$ cat src/mss_params.svh
// constants for the memory size select register bank
`ifndef MSS_PARAMS_SVH
`define MSS_PARAMS_SVH
`define MSS_ADDR_W 16
`define MSS_ADDR_XRAM 16'hfff4
`define MSS_ADDR_MEM 16'hfff0
`define MSS_RST_MEM 8'hcf
`define MSS_RST_XRAM 8'h0c
`define MSS_XRAM_MASK 8'h1f
`define MSS_ROM_LSB 0
`define MSS_HRAM_LSB 5
`define MSS_ROM_48K 4'hc
`define MSS_ROM_60K 4'hf
`define MSS_HRAM_1K 3'h6
`define MSS_XRAM_2K 5'h08
`define MSS_XRAM_1K 5'h0a
`define MSS_ROM_TOP_48K 16'hbfff
`define MSS_ROM_TOP_60K 16'hefff
`define MSS_HRAM_BASE 16'hfb00
`define MSS_HRAM_TOP 16'hfeff
`define MSS_XRAM_LIM_2K 12'h800
`define MSS_XRAM_LIM_1K 12'h400
`endif

$ cat src/mss_pkg.sv
// types shared by the memory size select bank
`default_nettype none
package mss_pkg;
  typedef logic [7:0] mss_byte_t;
  typedef logic [15:0] mss_addr_t;
endpackage : mss_pkg
`default_nettype wire

$ cat src/mss_if.sv
// register write/read carrier between the bank and its decoder
`timescale 1ns/1ps
`default_nettype none
interface mss_if;
  logic wr_mem;
  logic wr_xram;
  logic sel_mem;
  logic sel_xram;
  modport dec(output wr_mem, wr_xram, sel_mem, sel_xram);
  modport bank(input wr_mem, wr_xram, sel_mem, sel_xram);
endinterface : mss_if
`default_nettype wire

$ cat src/mss_bank.sv
// memory size select register bank with capacity limiting
`timescale 1ns/1ps
`default_nettype none
`include "mss_params.svh"
// Behaviour
// - accesses to program memory or high-speed ram beyond the selected size are blocked.
// - reset loads the memory size select register with cf hex.
// - high-speed ram field pattern 110 selects 1024 bytes, others are prohibited.
// - program memory field 1100 selects 48k and 1111 selects 60k, others prohibited.
// - extension ram accesses beyond the selected size are blocked.
// - reset loads the extension ram size select register with 0c hex.
// - the extension ram size select register sits at fff4 hex, bits 7 to 5 read zero.
// - extension ram field 01000 selects 2048 bytes and 01010 selects 1024 bytes.
module mss_bank (
  input wire logic sys_clk,
  input wire logic resetn,
  input wire logic [15:0] addr,
  input wire logic wr_en,
  input wire mss_pkg::mss_byte_t wr_data,
  output logic [7:0] rd_data,
  output logic rd_hit,
  input wire mss_pkg::mss_addr_t rom_addr,
  output logic rom_ok,
  input wire mss_pkg::mss_addr_t hram_addr,
  output logic hram_ok,
  input wire logic [11:0] xram_offs,
  output logic xram_ok,
  output logic [3:0] rom_cap,
  output logic [2:0] hram_cap,
  output logic [4:0] xram_cap
);
  import mss_pkg::*;

  mss_byte_t memory_size_select;
  mss_byte_t ext_ram_size_select;
  mss_if bus();

  mss_decode u_dec (
    .addr(addr),
    .wr_en(wr_en),
    .bus(bus)
  );

  always_ff @(posedge sys_clk) begin
    if (!resetn) begin
      memory_size_select <= `MSS_RST_MEM;
    end else if (bus.wr_mem) begin
      memory_size_select <= wr_data;
    end
  end

  always_ff @(posedge sys_clk) begin
    if (!resetn) begin
      ext_ram_size_select <= `MSS_RST_XRAM;
    end else if (bus.wr_xram) begin
      ext_ram_size_select <= wr_data & `MSS_XRAM_MASK;
    end
  end

  assign rd_hit = bus.sel_mem | bus.sel_xram;
  assign rd_data = bus.sel_mem ? memory_size_select :
                   (bus.sel_xram ? ext_ram_size_select : 8'h00);

  // field views
  assign rom_cap = memory_size_select[`MSS_ROM_LSB +: 4];
  assign hram_cap = memory_size_select[`MSS_HRAM_LSB +: 3];
  assign xram_cap = ext_ram_size_select[4:0];

  // legal pattern decode, one named wire per allowed setting
  logic rom_is_48k;
  logic rom_is_60k;
  logic hram_is_1k;
  logic xram_is_2k;
  logic xram_is_1k;
  assign rom_is_48k = (rom_cap == `MSS_ROM_48K);
  assign rom_is_60k = (rom_cap == `MSS_ROM_60K);
  assign hram_is_1k = (hram_cap == `MSS_HRAM_1K);
  assign xram_is_2k = (xram_cap == `MSS_XRAM_2K);
  assign xram_is_1k = (xram_cap == `MSS_XRAM_1K);

  // program memory limit, prohibited patterns block everything
  // program memory window
  // a prohibited pattern shuts the window rather than guessing a size
  assign rom_ok = rom_is_60k ? (rom_addr <= `MSS_ROM_TOP_60K) :
                  (rom_is_48k ? (rom_addr <= `MSS_ROM_TOP_48K) : 1'b0);

  // high-speed ram window, base and top both checked
  // the window never grows past 1024 bytes
  assign hram_ok = hram_is_1k && (hram_addr >= `MSS_HRAM_BASE) &&
                   (hram_addr <= `MSS_HRAM_TOP);

  // extension ram window
  // the offset counts from the start of extension ram, not a full address
  assign xram_ok = xram_is_2k ? (xram_offs < `MSS_XRAM_LIM_2K) :
                   (xram_is_1k ? (xram_offs < `MSS_XRAM_LIM_1K) : 1'b0);

  // reset values, checked one edge after reset is sampled low
  // reset value of memory size
  a_mem_reset: assert property (@(posedge sys_clk)
    !resetn |=> memory_size_select == 8'hcf)
    else $error("memory size reset wrong");
  a_xram_reset: assert property (@(posedge sys_clk)
    !resetn |=> ext_ram_size_select == 8'h0c)
    else $error("xram size reset wrong");
  // full rom and standard hram after reset
  a_cap_reset: assert property (@(posedge sys_clk)
    !resetn |=> (rom_cap == 4'hf) && (hram_cap == 3'h6))
    else $error("capacity fields wrong after reset");
  // reset xram field is not a legal size
  a_xram_rst_shut: assert property (@(posedge sys_clk)
    !resetn |=> (xram_cap == 5'h0c) && !xram_ok)
    else $error("xram window open after reset");

  // writes, read back and holding
  // upper bits zero
  a_xram_zero: assert property (@(posedge sys_clk) disable iff (!resetn)
    ext_ram_size_select[7:5] == 3'h0)
    else $error("xram fixed bits not zero");
  a_xram_wrrd: assert property (@(posedge sys_clk) disable iff (!resetn)
    bus.wr_xram |=> ext_ram_size_select == ($past(wr_data) & 8'h1f))
    else $error("xram write lost");
  a_mem_wrrd: assert property (@(posedge sys_clk) disable iff (!resetn)
    bus.wr_mem |=> memory_size_select == $past(wr_data))
    else $error("memory size write lost");
  a_mem_hold: assert property (@(posedge sys_clk) disable iff (!resetn)
    !bus.wr_mem |=> $stable(memory_size_select))
    else $error("memory size changed unwritten");
  a_xram_hold: assert property (@(posedge sys_clk) disable iff (!resetn)
    !bus.wr_xram |=> $stable(ext_ram_size_select))
    else $error("xram size changed unwritten");
  a_other_wr: assert property (@(posedge sys_clk) disable iff (!resetn)
    (wr_en && (addr != 16'hfff0) && (addr != 16'hfff4)) |=>
    ($stable(memory_size_select) && $stable(ext_ram_size_select)))
    else $error("stray write changed a register");
  a_mem_dec: assert property (@(posedge sys_clk) disable iff (!resetn)
    bus.wr_mem |-> (wr_en && (addr == 16'hfff0)))
    else $error("memory size strobe misdecoded");
  a_xram_dec: assert property (@(posedge sys_clk) disable iff (!resetn)
    bus.wr_xram |-> (wr_en && (addr == 16'hfff4)))
    else $error("xram strobe misdecoded");
  // memory size read returns last write
  a_mem_rdback: assert property (@(posedge sys_clk) disable iff (!resetn)
    (bus.wr_mem ##1 bus.sel_mem) |-> (rd_data == $past(wr_data)))
    else $error("memory size read back wrong");
  // xram read returns masked last write
  a_xram_rdback: assert property (@(posedge sys_clk) disable iff (!resetn)
    (bus.wr_xram ##1 bus.sel_xram) |-> (rd_data == ($past(wr_data) & 8'h1f)))
    else $error("xram read back wrong");
  a_rd_other: assert property (@(posedge sys_clk) disable iff (!resetn)
    ((addr != 16'hfff0) && (addr != 16'hfff4)) |-> ((rd_data == 8'h00) && !rd_hit))
    else $error("unmapped read not zero");
  // xram address hits, top bits read zero
  a_rd_hit: assert property (@(posedge sys_clk) disable iff (!resetn)
    (addr == 16'hfff4) |-> (rd_hit && (rd_data[7:5] == 3'h0)))
    else $error("xram read hit wrong");
  a_mem_hit: assert property (@(posedge sys_clk) disable iff (!resetn)
    (addr == 16'hfff0) |-> rd_hit)
    else $error("memory size read hit missing");

  // windows against the selected capacities
  // 48k top limit
  a_rom_48k: assert property (@(posedge sys_clk) disable iff (!resetn)
    (rom_cap == 4'hc && rom_addr >= 16'hc000) |-> !rom_ok)
    else $error("rom beyond 48k allowed");
  a_rom_48k_in: assert property (@(posedge sys_clk) disable iff (!resetn)
    (rom_cap == 4'hc && rom_addr <= 16'hbfff) |-> rom_ok)
    else $error("rom inside 48k blocked");
  a_rom_60k: assert property (@(posedge sys_clk) disable iff (!resetn)
    (rom_cap == 4'hf && rom_addr <= 16'hefff) |-> rom_ok)
    else $error("rom inside 60k blocked");
  a_rom_60k_out: assert property (@(posedge sys_clk) disable iff (!resetn)
    (rom_cap == 4'hf && rom_addr >= 16'hf000) |-> !rom_ok)
    else $error("rom beyond 60k allowed");
  a_rom_bad: assert property (@(posedge sys_clk) disable iff (!resetn)
    (rom_cap != 4'hc && rom_cap != 4'hf) |-> !rom_ok)
    else $error("rom allowed on bad pattern");
  a_hram_cap: assert property (@(posedge sys_clk) disable iff (!resetn)
    (hram_cap != 3'h6) |-> !hram_ok)
    else $error("hram allowed on bad pattern");
  a_hram_win: assert property (@(posedge sys_clk) disable iff (!resetn)
    (hram_cap == 3'h6) |->
    (hram_ok == ((hram_addr >= 16'hfb00) && (hram_addr <= 16'hfeff))))
    else $error("hram window wrong");
  // nothing above the high-speed ram top
  a_hram_top: assert property (@(posedge sys_clk) disable iff (!resetn)
    (hram_addr >= 16'hff00) |-> !hram_ok)
    else $error("hram allowed above top");
  // nothing below the high-speed ram base
  a_hram_low: assert property (@(posedge sys_clk) disable iff (!resetn)
    (hram_addr < 16'hfb00) |-> !hram_ok)
    else $error("hram allowed below base");
  a_xram_1k: assert property (@(posedge sys_clk) disable iff (!resetn)
    (xram_cap == 5'h0a) |-> (xram_ok == (xram_offs < 12'h400)))
    else $error("xram 1k limit wrong");
  a_xram_2k: assert property (@(posedge sys_clk) disable iff (!resetn)
    (xram_cap == 5'h08) |-> (xram_ok == (xram_offs < 12'h800)))
    else $error("xram 2k limit wrong");
  a_xram_bad: assert property (@(posedge sys_clk) disable iff (!resetn)
    (xram_cap != 5'h08 && xram_cap != 5'h0a) |-> !xram_ok)
    else $error("xram allowed on bad pattern");
endmodule : mss_bank
`default_nettype wire

$ cat src/mss_decode.sv
// address decoder for the two size select registers
`timescale 1ns/1ps
`default_nettype none
`include "mss_params.svh"
module mss_decode (
  input wire logic [15:0] addr,
  input wire logic wr_en,
  mss_if.dec bus
);
  // match each register address, qualify writes
  assign bus.sel_mem = (addr == `MSS_ADDR_MEM);
  assign bus.sel_xram = (addr == `MSS_ADDR_XRAM);
  assign bus.wr_mem = wr_en & bus.sel_mem;
  assign bus.wr_xram = wr_en & bus.sel_xram;
endmodule : mss_decode
`default_nettype wire

$ cat config.mk
export PLATFORM = sky130hd
export DESIGN_NAME = mss_bank
export DESIGN_NICKNAME = d
export VERILOG_FILES = /design/src/mss_pkg.sv /design/src/mss_if.sv /design/src/mss_bank.sv /design/src/mss_decode.sv
export VERILOG_INCLUDE_DIRS = /design/src /design/src/src
export SDC_FILE = /design/constraint.sdc
export NUM_CORES = 1
export LEC_CHECK = 0
export BUFFER_PORTS_ARGS = -buffer_cell sky130_fd_sc_hd__buf_4
export CAP_MARGIN = 15
export CORE_MARGIN = 10
export CORE_UTILIZATION = 33
export CTS_CLUSTER_DIAMETER = 60
export DETAILED_ROUTE_END_ITERATION = 10
export PLACE_DENSITY_LB_ADDON = 0.25
export SLEW_MARGIN = 0
export SYNTH_ARGS = -nofsm -noshare
export SYNTH_HDL_FRONTEND = slang
export SYNTH_SLANG_ARGS = --single-unit
$ cat constraint.sdc
create_clock -name sys_clk -period 3.23 [get_ports sys_clk]
set_input_delay 0.969 -clock sys_clk [delete_from_list [all_inputs] [get_ports sys_clk]]
set_output_delay 0.969 -clock sys_clk [all_outputs]
set_load 0.1 [all_outputs]
==> results of run 1 <==
==> registers in the layout, summed over array words and instances (netlist names) <==
register and cells:
ext_ram_size_select 5, memory_size_select 8
==> layout make-up <==
cell class | instances | area share
clock inverter | 1 | 0.00316
tap | 30 | 0.0237
sequential | 13 | 0.165
multi-input combinational | 70 | 0.362
inverter | 2 | 0.00632
timing repair buffer | 75 | 0.426
clock buffer | 3 | 0.0142
==> through the flow <==
step | hold WS, ns | TNS (ns) | util | cells
2_1_floorplan | 0.439 | -1.40 | - | 97
4_1_cts | 0.488 | -0.404 | 0.638 | 193
3_3_place_gp | 0.447 | -1.22 | 0.570 | 187
6_report | 0.481 | -0.511 | 0.645 | 194
3_5_place_dp | 0.462 | -1.32 | 0.570 | 187
5_1_grt | 0.519 | -0.815 | 0.645 | 194
==> power by group through the flow <==
stage | clock (mW) | sequential [mW] | combinational (mW)
floorplan | 0 | 0.164 | 0.0210
global placement | 0 | 0.164 | 0.0657
detailed placement | 0 | 0.164 | 0.0676
CTS | 0.106 | 0.160 | 0.0694
global route | 0.114 | 0.160 | 0.0753
finish | 0.101 | 0.160 | 0.0694
==> how the worst min path moves through the flow <==
stage                                  endpoint  slack (ns)  cells past startpoint
after floorplan           memory_size_select[4]        0.44                      2
after global placement    memory_size_select[4]        0.45                      2
after detailed placement  memory_size_select[4]        0.46                      2
after CTS                 memory_size_select[4]        0.49                      2
after global routing      memory_size_select[4]        0.52                      2
final                     memory_size_select[4]        0.48                      2
==> synth_stat cells (2+ instances only) <==
master and number:
dfxtp_1 13, nand2_1 9, a21oi_1 8, buf_4 8, nor3_2 6, o21ai_1 6, a22o_1 5, mux2i_1 5
nor2_1 4, and2_1 3, nand3_1 3, nand4_1 3, buf_2 2, nand4b_1 2, nor4_1 2, o21ai_2 2
==> cell families after synthesis <==
| kind of cell | synth area share |
|---|---|
| buf+inv | 0.112 |
| flops | 0.307 |
| mux | 0.0591 |
| compound gates | 0.171 |
| simple gates | 0.329 |
| xor+xnor | 0.0207 |
==> routing by layer <==
layer	vias to the layer above	GRT usage
met3	2	0.0446
met5	-	0
met2	36	0.231
met1	465	0.118
li1	485	-
met4	0	0.0194
==> repair_timing <==
action | 4_1_cts | 5_1_grt
pin swaps | 2 | 0
hold endpoints to repair | 0 | 0
gates resized for setup | 28 | 2
gates cloned | 0 | 0
setup endpoints to repair | 8 | 8
buffers inserted | 2 | 1
==> layout by cell type, fill, tap and decap left out, types with 3 or more instances in the layout <==
master and count:
nor3_2 6, o21ai_1 6, and2_4 3, clkbuf_4 3, buf_12 8, buf_6 3
nand2_1 9, nor2_1 4, nand4_1 3, a22o_4 3, buf_4 64, a21oi_1 8
dfxtp_1 12, nand3_1 3, mux2i_1 5
==> worst max-delay path, cell delays in order <==
cell and delay, ns:
buf_6 0.09, or4b_4 0.55, nor4_4 0.20, buf_6 0.18, a22o_2 0.17, buf_12 0.17
==> qor_table.md, run 1 <==
| Quantity | This run | Unit |
|:---|:---|:---|
| Critical path peak fanout | 7 | - |
| Post-Synthesis Cells | 97 | - |
| Fillcell total | 215 | - |
| Internal power | 246 | uW |
| Number of enable flip-flop cells after synthesis | 0 | - |
| Min cycle time layout | 3.31 | ns |
| Yosys top cell by area | dfxtp_1 | - |
| Area fraction of the dominant cell type after synthesis | 0.307 | - |
| Skew-Pair Late Insertion Delay | 0.28 | ns |
| Final Skew | 0 | ns |
| Met2 WL post-DR | 1790 | microns |
| Worst flop-to-flop path startpoint | memory_size_select[0] | - |
| First DRT Iteration DRCs | 25 | - |
| Final setup fails | 8 | - |
| Master cell of the clock root buffer | clkbuf_4 | - |
| Number of buffers inserted by port buffering | 64 | - |
| Length of routed met3 wiring | 186 | microns |
| Worst Setup Start Kind | primary input | - |
| Count of distinct cell types in the synthesized netlist | 32 | - |
| Multi-input gate area in the final layout | 573 | sq um |
| Fraction of power consumed by the clock network | 0.306 | - |
| Gate power share | 0.210 | - |
| Number of detailed-routing iterations run before antenna repair | 4 | - |
| Final count of pins violating max slew | 0 | - |
| Worst Max-Slew Pin Slew | 0.318 | ns |
| HP Start | memory_size_select[4] | - |
| Net Sw Power | 84.5 | uW |
| Leakage dissipation | 0.715 | nW |
| Number of sinks on the clock net | 13 | - |
| Flip-flop and latch area | 262 | sq um |
| Routability cong. | 0.749 | - |
| Uppermost signal routing layer after detailed routing | met4 | - |
| Pin count of the biggest net entering global routing | 14 | - |
| Result of the run | finished, violations left | - |
| Share of final-layout standard cells stronger than drive strength 1 | 0.634 | - |
| Clock slew seen by the registers of the worst setup and hold paths | 0.08 | ns |
| Initial Utilization | 0.345 | - |
| Post-DP HPWL | 2560 | microns |
| Remaining global-route overflow | 0 | - |
| Total power of the final layout | 331 | uW |
| Worst min path class | reg -> reg | - |
| Slack of the worst reg-to-reg path | 2.52 | ns |
| H-tree Lvls | 1 | - |
| Routed WL per cell | 16.7 | microns |
| Power density over cell area | 209 | nW/um^2 |
| Fraction of synthesis flops using an asynchronous set or reset pin | 0 | - |
| Setup CP Type | in -> out | - |
| Violated checks | negative setup slack | - |
| Unrepaired setup endpoints after global routing | true | - |
| Boundary Pins | 95 | - |
| Full die area | 4990 | sq um |
| Highest ir drop seen on vdd | 0.270 | mV |
| CP required | 2.26 | ns |
| Dominant synthesized flop cell | dfxtp_1 | - |
| Number of antenna-violating nets in the routed design | 0 | - |
| Area of the mapped netlist | 847 | sq um |
| Final Hold Violating Endpoints | 0 | - |
| Die Span Y | 70.7 | microns |
| Final worst path period share | 1.03 | - |
| Worst-case setup margin in the final layout | -0.0825 | ns |
| Flip-flop and latch count after synthesis | 13 | - |
| Switching portion of total power | 0.256 | - |
| Critical path destination | rd_data[3] | - |
| Element type at the critical path end | output port | - |
| Cells taking the most area after synthesis | dfxtp_1 (31%), nor3_2 (7.1%), buf_4 (7.1%), mux2i_1 (5.9%), a22o_1 (5.2%) | - |
| Antenna diode count | 0 | - |
| Nets | 236 | - |
| Maximum achievable frequency | 302 | MHz |
| Reg power frac | 0.484 | - |
| Placed inst area | 1400 | sq um |
| Growth of design area from synthesis to finish | 87.0 | % |
| Relative slew margins | 0.788 | - |
| Post-synth net total | 168 | - |
| Final Cell Area | 1580 | sq um |
| End of the worst register-to-register path | memory_size_select[0] | - |
| Buffer depth of the longest clock path | 2 | - |
| Launch point of the critical path | addr[3] | - |
| Number of DRC violations after detailed routing | 0 | - |
| Met1 routed wirelength after detailed routing | 1250 | microns |
| Total wirelength of the detailed-routed design | 3240 | microns |
| Total number of vias | 988 | - |
| Floorplan row count | 18 | - |
| Max capacitance violation total | 0 | - |
| Worst reg2reg path depth | 2 | - |
| Number of global-route vias before repair | 1050 | - |
| Post-place setup slack | -0.190 | ns |
| TritonCTS clock tree | built | - |
| Post-cts hold buffer count | 0 | - |
| Proportion of synthesized chip area in sequential cells | 0.307 | - |
| Vias per Instance | 5.09 | - |
| Count of warnings emitted by yosys | 0 | - |
| Wire length of the first global-routing pass | 5020 | microns |
| Data arrival time of the critical path | 2.34 | ns |
| Post-synthesis area per instance | 8.73 | sq um |
| Placeable core area | 2450 | sq um |
| TritonCTS buffer count | 3 | - |
| Die boundary width | 70.7 | microns |
| Antenna violations before repair | 0 | - |
| Tot GR Track Use | 0.119 | - |
Note: power is estimated with default switching activity, not from simulation.
==> inputs of run 2 (changes only) <==
clock period = 3.5 ns   (was 3.23 ns; I/O delays follow)
==> run 2 against run 1 <==
- the flow now finishes without violations
- critical path type unchanged
- largest power group unchanged
- clock skew did not move
- hold slack improved by 0.011 ns
- utilization fell by 0.20 points
- sequential cell count did not move
==> qor_table.md, run 2 (synthesis results as in run 1) <==
| Quantity | This run | Unit | Delta |
|:---|:---|:---|:---|
| Result of the run | finished, final reports clean | - |  |
| CP required | 2.45 | ns | +0.19 ns |
| Antenna diode count | 0 | - | unchanged |
| Worst-case setup margin in the final layout | 0.0260 | ns | +0.108 ns |
| Delay contributed by the slowest stage of the critical path | 0.53 | ns | -0.02 ns |
| Number of DRC violations after detailed routing | 0 | - | unchanged |
| Largest register FFs | 8 | - | unchanged |
| Worst Max-Slew Pin Slew | 0.322 | ns | +0.00474 ns |
| Die boundary width | 70.7 | microns | unchanged |
| Post-place setup slack | -0.0771 | ns | +0.113 ns |
| Vias per Instance | 5.16 | - | +1.3% |
| H-tree Lvls | 1 | - | unchanged |
| First DRT Iteration DRCs | 26 | - | +4.0% |
| Most common cell after layout, fill and taps aside | buf_4 | - |  |
| Nets | 236 | - | unchanged |
| Share of final-layout standard cells stronger than drive strength 1 | 0.622 | - | -0.0122 |
| Series of cell instances along the critical path | buf_4, or4b_4, nor4_4, buf_6, a22o_2, buf_12 | - |  |
| Largest Register | memory_size_select | - |  |
| Final setup fails | 0 | - | -8 |
| Post-DP HPWL | 2620 | microns | +2.1% |
| Final cell count without fillers | 194 | - | unchanged |
| Fillcell total | 211 | - | -1.9% |
| Cell family with the largest share of critical-path delay | simple AND/OR/NAND/NOR gates | - |  |
| Number of antenna-violating nets in the routed design | 0 | - | unchanged |
| Master cell of the clock root buffer | clkbuf_4 | - |  |
| TritonCTS clock tree | built | - |  |
| Number of buffers inserted by port buffering | 64 | - | unchanged |
| Buffer depth of the longest clock path | 2 | - | unchanged |
| Total wirelength of the detailed-routed design | 3310 | microns | +2.0% |
| Final Hold Violating Endpoints | 0 | - | unchanged |
| Clock slew seen by the registers of the worst setup and hold paths | 0.09 | ns | about the same |
| Routed WL per cell | 17.0 | microns | +2.0% |
| Growth of design area from synthesis to finish | 86.4 | % |  |
| Setup CP Type | in -> out | - |  |
| Max capacitance violation total | 0 | - | unchanged |
| Final Skew | 0 | ns | unchanged |
| Remaining global-route overflow | 0 | - | unchanged |
| TritonCTS buffer count | 3 | - | unchanged |
| Total number of vias | 1001 | - | +1.3% |
| Relative slew margins | 0.785 | - | -0.00316 |
| Worst min path class | reg -> reg | - |  |
| Slowest stage cell, crit path | or4b_4 | - |  |
| Initial Utilization | 0.345 | - | unchanged |
| Tot GR Track Use | 0.122 | - | +0.00320 |
| Final count of pins violating max slew | 0 | - | unchanged |
| Wire length of the first global-routing pass | 5190 | microns | +3.4% |
| Floorplan row count | 18 | - | unchanged |
| Slack of the worst reg-to-reg path | 2.81 | ns | +0.29 ns |
| Worst Setup Start Kind | primary input | - |  |
| Final worst path period share | 0.993 | - |  |
| Die Span Y | 70.7 | microns | unchanged |
| Boundary Pins | 95 | - | unchanged |
| Leakage dissipation | 0.710 | nW | -0.79% |
| Top library cells by usage in the layout, fill and taps aside | buf_4 (65), dfxtp_1 (13), nand2_1 (9) | - |  |
| Min cycle time layout | 3.47 | ns |  |
| Full die area | 4990 | sq um | unchanged |
| Data arrival time of the critical path | 2.42 | ns | +0.08 ns |
| Number of sinks on the clock net | 13 | - | unchanged |
| Maximum achievable frequency | 288 | MHz |  |
| Total instance count after detailed placement | 188 | - | +0.53% |
| Critical path peak fanout | 7 | - | unchanged |
| Number of detailed-routing iterations run before antenna repair | 4 | - | unchanged |
| Crit path buf inv count | 3 | - | unchanged |
| Biggest regs | memory_size_select x8, ext_ram_size_select x5 | - |  |
| Power density over cell area | 196 | nW/um^2 | -6.2% |
| Placeable core area | 2450 | sq um | unchanged |
| Skew-Pair Late Insertion Delay | 0.28 | ns | about the same |
| Hold slack | 0.492 | ns | +0.0112 ns |
| Pin count of the biggest net entering global routing | 14 | - | unchanged |
| Antenna violations before repair | 0 | - | unchanged |
| Highest ir drop seen on vdd | 0.168 | mV | -38% |
| Post-Route Setup TNS | 0 | ns | +0.511 ns |
| Number of global-route vias before repair | 1093 | - | +4.1% |
| Routability cong. | 0.741 | - | -1.1% |
| Element type at the critical path end | output port | - |  |
[run 2: cell types whose count changed in the layout (fill, tap and decap cells not counted), sizes merged]
cell | before | now
clkbuf | 3 | 4
clkinv | 1 | 0
[run 2: final timing paths]
| kind | startpoint | endpoint | depth (start not counted) |
|---|---|---|---|
| worst min register to register | memory_size_select[4] | memory_size_select[4] | 2 |
| worst max-delay path | addr[2] | rd_data[0] | 6 |
| worst min-delay path | memory_size_select[4] | memory_size_select[4] | 2 |
| worst max register to register | ext_ram_size_select[1] | ext_ram_size_select[1] | 2 |
[run 2: repair_timing]
| action | CTS | global route |
|---|---|---|
| hold buffers | 0 | 0 |
| buffers inserted | 1 | 1 |
| setup endpoints to repair | 8 | 8 |
| resized for setup | 18 | 14 |
[run 2: layout make-up]
| type | count | area, sq um | share of cell area |
|---|---|---|---|
| Clock buffer | 4 | 26.3 | 0.0166 |
| Inverter | 2 | 10.0 | 0.00634 |
| Multi-Input combinational cell | 70 | 574 | 0.364 |
| Sequential cell | 13 | 260 | 0.165 |
| Tap cell | 30 | 37.5 | 0.0238 |
| Timing Repair Buffer | 75 | 671 | 0.425 |
[run 2: metrics by stage]
| step | power [mW] | utilization | instance area [sq um] |
|---|---|---|---|
| global route | 0.319 | 0.643 | 1580 |
| floorplan | 0.170 | - | 897 |
| detailed placement | 0.214 | 0.569 | 1400 |
| finish | 0.309 | 0.643 | 1580 |
| CTS | 0.310 | 0.613 | 1510 |
| global placement | 0.212 | 0.569 | 1400 |
[run 2: worst reg2reg max path: stages, from the launching register on]
cell     delay, ns
dfxtp_1       0.44
nand2_1       0.08
mux2i_1       0.12
[run 2: routing by layer]
metal,wire (microns),global-route usage,vias to the layer above,part of all wire
met5,0,0,-,0
met4,4,0.0258,0,0.0012
met3,239,0.0432,2,0.072
met2,1810,0.228,37,0.55
met1,1260,0.128,479,0.38
li1,-,-,483,-
[run 2: report_power, final]
group / internal [mW] / leakage [nW] / switching, mW
logic: 0.0366 / 0.590 / 0.0274
registers: 0.148 / 0.105 / 0.00000153
clock network: 0.0442 / 0.0150 / 0.0531
total: 0.229 / 0.710 / 0.0805
==> inputs of run 3 (changes only) <==
CORE_UTILIZATION = 32   (was 33)
SYNTH_HIERARCHICAL = 1   (was default)
==> run 3 against run 2 <==
- the flow now finishes with violations (negative setup slack)
- sequential share of layout area up 0.40 points
- clock skew unchanged
- maximum frequency down 2.5%
- area after synthesis down 5.9%
- clock power down 1%
- die area down 2.1%
- sequential power about the same
- non-clock buffer count down 2
- highest routed layer unchanged
==> qor_table.md, run 3 <==
| Quantity | This run | Unit | Delta |
|:---|:---|:---|:---|
| Gate power share | 0.172 | - | -0.035 |
| Worst Setup Start Kind | primary input | - |  |
| HP Start | memory_size_select[4] | - |  |
| Count of warnings emitted by yosys | 6 | - | +6 |
| Yosys top cell by area | dfxtp_1 | - |  |
| Skew-Pair Late Insertion Delay | 0.27 | ns | about the same |
| Largest register FFs | 8 | - | unchanged |
| Fraction of power consumed by the clock network | 0.326 | - | +0.011 |
| Final setup fails | 9 | - | +9 |
| Pin count of the biggest net entering global routing | 14 | - | unchanged |
| Max capacitance violation total | 0 | - | unchanged |
| Net Sw Power | 68.8 | uW | -15% |
| Proportion of synthesized chip area in sequential cells | 0.327 | - | +0.0193 |
| Cell count of the worst hold path | 2 | - | unchanged |
| Dominant synthesized flop cell | dfxtp_1 | - |  |
| Nets | 230 | - | -2.5% |
| Area fraction of the dominant cell type after synthesis | 0.327 | - | +0.0193 |
| Full die area | 4890 | sq um | -2.1% |
| Biggest regs | memory_size_select x8, ext_ram_size_select x5 | - |  |
| Core Util, Final | 0.634 | - | -0.00948 |
| Master cell of the clock root buffer | clkbuf_4 | - |  |
| Final cell count without fillers | 188 | - | -3.1% |
| Critical path peak fanout | 13 | - | +6 |
| Area of the mapped netlist | 797 | sq um | -5.9% |
| Most frequent cells after synthesis | nand2_1 (19), dfxtp_1 (13), mux2i_1 (13) | - |  |
| Power density over cell area | 191 | nW/um^2 | -2.4% |
| Die boundary width | 69.9 | microns | -1.1% |
| Post-place setup slack | -0.182 | ns | -0.105 ns |
| Worst min path class | reg -> reg | - |  |
| Post-synth net total | 163 | - | -3.0% |
| Violated checks | negative setup slack | - |  |
| Final worst path period share | 1.02 | - | +0.0250 |
| Total number of vias | 890 | - | -11% |
| Internal power | 226 | uW | -1.2% |
| TritonCTS clock tree | built | - |  |
| Worst-case setup margin in the final layout | -0.0617 | ns | -0.0876 ns |
| Fraction of synthesis flops using an asynchronous set or reset pin | 0 | - | unchanged |
| Result of the run | finished, violations left | - |  |
| Element type at the critical path end | output port | - |  |
| Antenna diode count | 0 | - | unchanged |
| Top library cells by usage in the layout, fill and taps aside | buf_4 (62), nand2_1 (17), mux2i_1 (13), dfxtp_1 (13), buf_12 (10) | - |  |
| Maximum achievable frequency | 281 | MHz | -2.5% |
| TritonCTS buffer count | 3 | - | unchanged |
| Worst reg2reg path depth | 2 | - | unchanged |
| Cells taking the most area after synthesis | dfxtp_1 (33%), mux2i_1 (16%), nand2_1 (8.9%), buf_4 (7.5%), nor2b_1 (3.9%) | - |  |
| Routability cong. | 0.770 | - | +3.9% |
| Highest ir drop seen on vdd | 0.150 | mV | -11% |
| Post-Route Setup TNS | -0.441 | ns | -0.441 ns |
| Slack of the worst reg-to-reg path | 2.83 | ns | +0.02 ns |
| Most common cell after layout, fill and taps aside | buf_4 | - |  |
| Unrepaired setup endpoints after global routing | true | - |  |
| Boundary Pins | 95 | - | unchanged |
| First DRT Iteration DRCs | 39 | - | +50% |
| Min cycle time layout | 3.56 | ns | +0.0876 ns |
| Number of DRC violations after detailed routing | 0 | - | unchanged |
| Number of global-route vias before repair | 1014 | - | -7.2% |
| Relative slew margins | 0.783 | - | -0.00231 |
| Data arrival time of the critical path | 2.51 | ns | +0.09 ns |
| Routed WL per cell | 15.3 | microns | -10% |
| Buffer depth of the longest clock path | 2 | - | unchanged |
| H-tree Lvls | 1 | - | unchanged |
| Flip-flop and latch count after synthesis | 13 | - | unchanged |
| Switching portion of total power | 0.234 | - | -0.0269 |
| Growth of design area from synthesis to finish | 93.4 | % |  |
| Most common cell in the synthesized netlist | nand2_1 | - |  |
| End of the worst register-to-register path | memory_size_select[6] | - |  |
| Antenna violations before repair | 0 | - | unchanged |
| Number of detailed-routing iterations run before antenna repair | 3 | - | -1 |
| Wire length of the first global-routing pass | 4850 | microns | -6.5% |
| Worst flop-to-flop path startpoint | memory_size_select[6] | - |  |
| Clock slew seen by the registers of the worst setup and hold paths | 0.09 | ns | about the same |
| CP required | 2.45 | ns | about the same |
| Post-synthesis area per instance | 8.66 | sq um | -0.79% |
| Final Hold Violating Endpoints | 0 | - | unchanged |
| Post-DP HPWL | 2370 | microns | -9.6% |
| Number of enable flip-flop cells after synthesis | 0 | - | unchanged |
| Final count of pins violating max slew | 0 | - | unchanged |
| Worst min-delay path endpoint | memory_size_select[4] | - |  |
| Count of distinct cell types in the synthesized netlist | 26 | - | -19% |
| Total instance count after detailed placement | 183 | - | -2.7% |
| Die Span Y | 69.9 | microns | -1.1% |
| Number of buffers inserted by port buffering | 64 | - | unchanged |
| Number of sinks on the clock net | 13 | - | unchanged |
| Number of antenna-violating nets in the routed design | 0 | - | unchanged |
| Total wirelength of the detailed-routed design | 2880 | microns | -13% |
| Placed inst area | 1390 | sq um | -0.90% |
| Final Skew | 0 | ns | unchanged |
| Worst Max-Slew Pin Slew | 0.326 | ns | +0.00346 ns |
| Final Cell Area | 1540 | sq um | -2.4% |
| Largest Register | memory_size_select | - |  |
| Floorplan row count | 18 | - | unchanged |
| Initial Utilization | 0.328 | - | -0.0174 |
| Share of final-layout standard cells stronger than drive strength 1 | 0.601 | - | -0.0207 |
| Setup CP Type | in -> out | - |  |
| Placeable core area | 2430 | sq um | -0.92% |
| Post-Synthesis Cells | 92 | - | -5.2% |
| Reg power frac | 0.502 | - | +0.024 |
| Tot GR Track Use | 0.116 | - | -0.00576 |
| Leakage dissipation | 0.649 | nW | -8.5% |
| Vias per Instance | 4.73 | - | -8.3% |
| Remaining global-route overflow | 0 | - | unchanged |
==> run 3: worst max-delay path: stages <==
cell	delay, ns
buf_4	0.10
nand4b_1	0.21
or4_4	0.54
nor2_4	0.12
buf_12	0.14
nand2_1	0.08
o21ai_4	0.08
buf_12	0.19
==> run 3: area by class of cell <==
cell class / count / area [sq um]
fillers: 206 / 891
repair buffers: 73 / 677
multi-input cells: 68 / 541
flip-flops and latches: 13 / 260
well taps: 30 / 37.5
clock buffers: 4 / 26.3
==> run 3: kinds of logic (layout without fill, tap and decap cells) <==
group / Yosys count / count (layout) / synth area share
simple gates: 45 / 45 / 0.312
mux: 13 / 13 / 0.163
flops: 13 / 13 / 0.327
buf+inv: 11 / 77 / 0.102
compound gates: 10 / 10 / 0.0958
==> run 3: power groups by stage <==
stage	Clock [mW]	Combinational [mW]	Sequential (mW)
2_1_floorplan	0	0.0119	0.151
3_3_place_gp	0	0.0494	0.151
3_5_place_dp	0	0.0505	0.151
4_1_cts	0.0991	0.0506	0.148
5_1_grt	0.106	0.0550	0.148
6_report	0.0960	0.0507	0.148
==> run 3: what timing repair did <==
item                                   in CTS  in global routing
pin swaps                                   2                  0
gates cloned                                0                  0
setup buffers                               1                  0
setup endpoints to repair                   9                  9
resized for setup                          26                  3
endpoints found under the hold margin       0                  0
hold buffers                                0                  0
==> run 3: worst max-delay path by stage <==
stage,startpoint,to,slack (ns),cells after the start
2_1_floorplan,addr[3],rd_data[4],-0.22,5
3_3_place_gp,addr[3],rd_data[3],-0.17,8
3_5_place_dp,addr[3],rd_data[0],-0.18,8
4_1_cts,addr[3],rd_data[0],-0.03,8
5_1_grt,addr[3],rd_data[2],-0.11,8
6_report,addr[3],rd_data[2],-0.06,8
==> run 3: routing by layer <==
layer,vias up,global-route usage,share of wire
met3,2,0.0537,0.087
met4,0,0.0263,0.0045
li1,452,-,-
met5,-,0,0
met2,35,0.198,0.50
met1,401,0.128,0.40
==> run 3: stage by stage <==
stage          hold slack [ns]  power [mW]
5_1_grt                  0.582       0.309
6_report                 0.542       0.295
2_1_floorplan            0.478       0.163
4_1_cts                  0.543       0.297
3_3_place_gp             0.501       0.201
3_5_place_dp             0.519       0.202
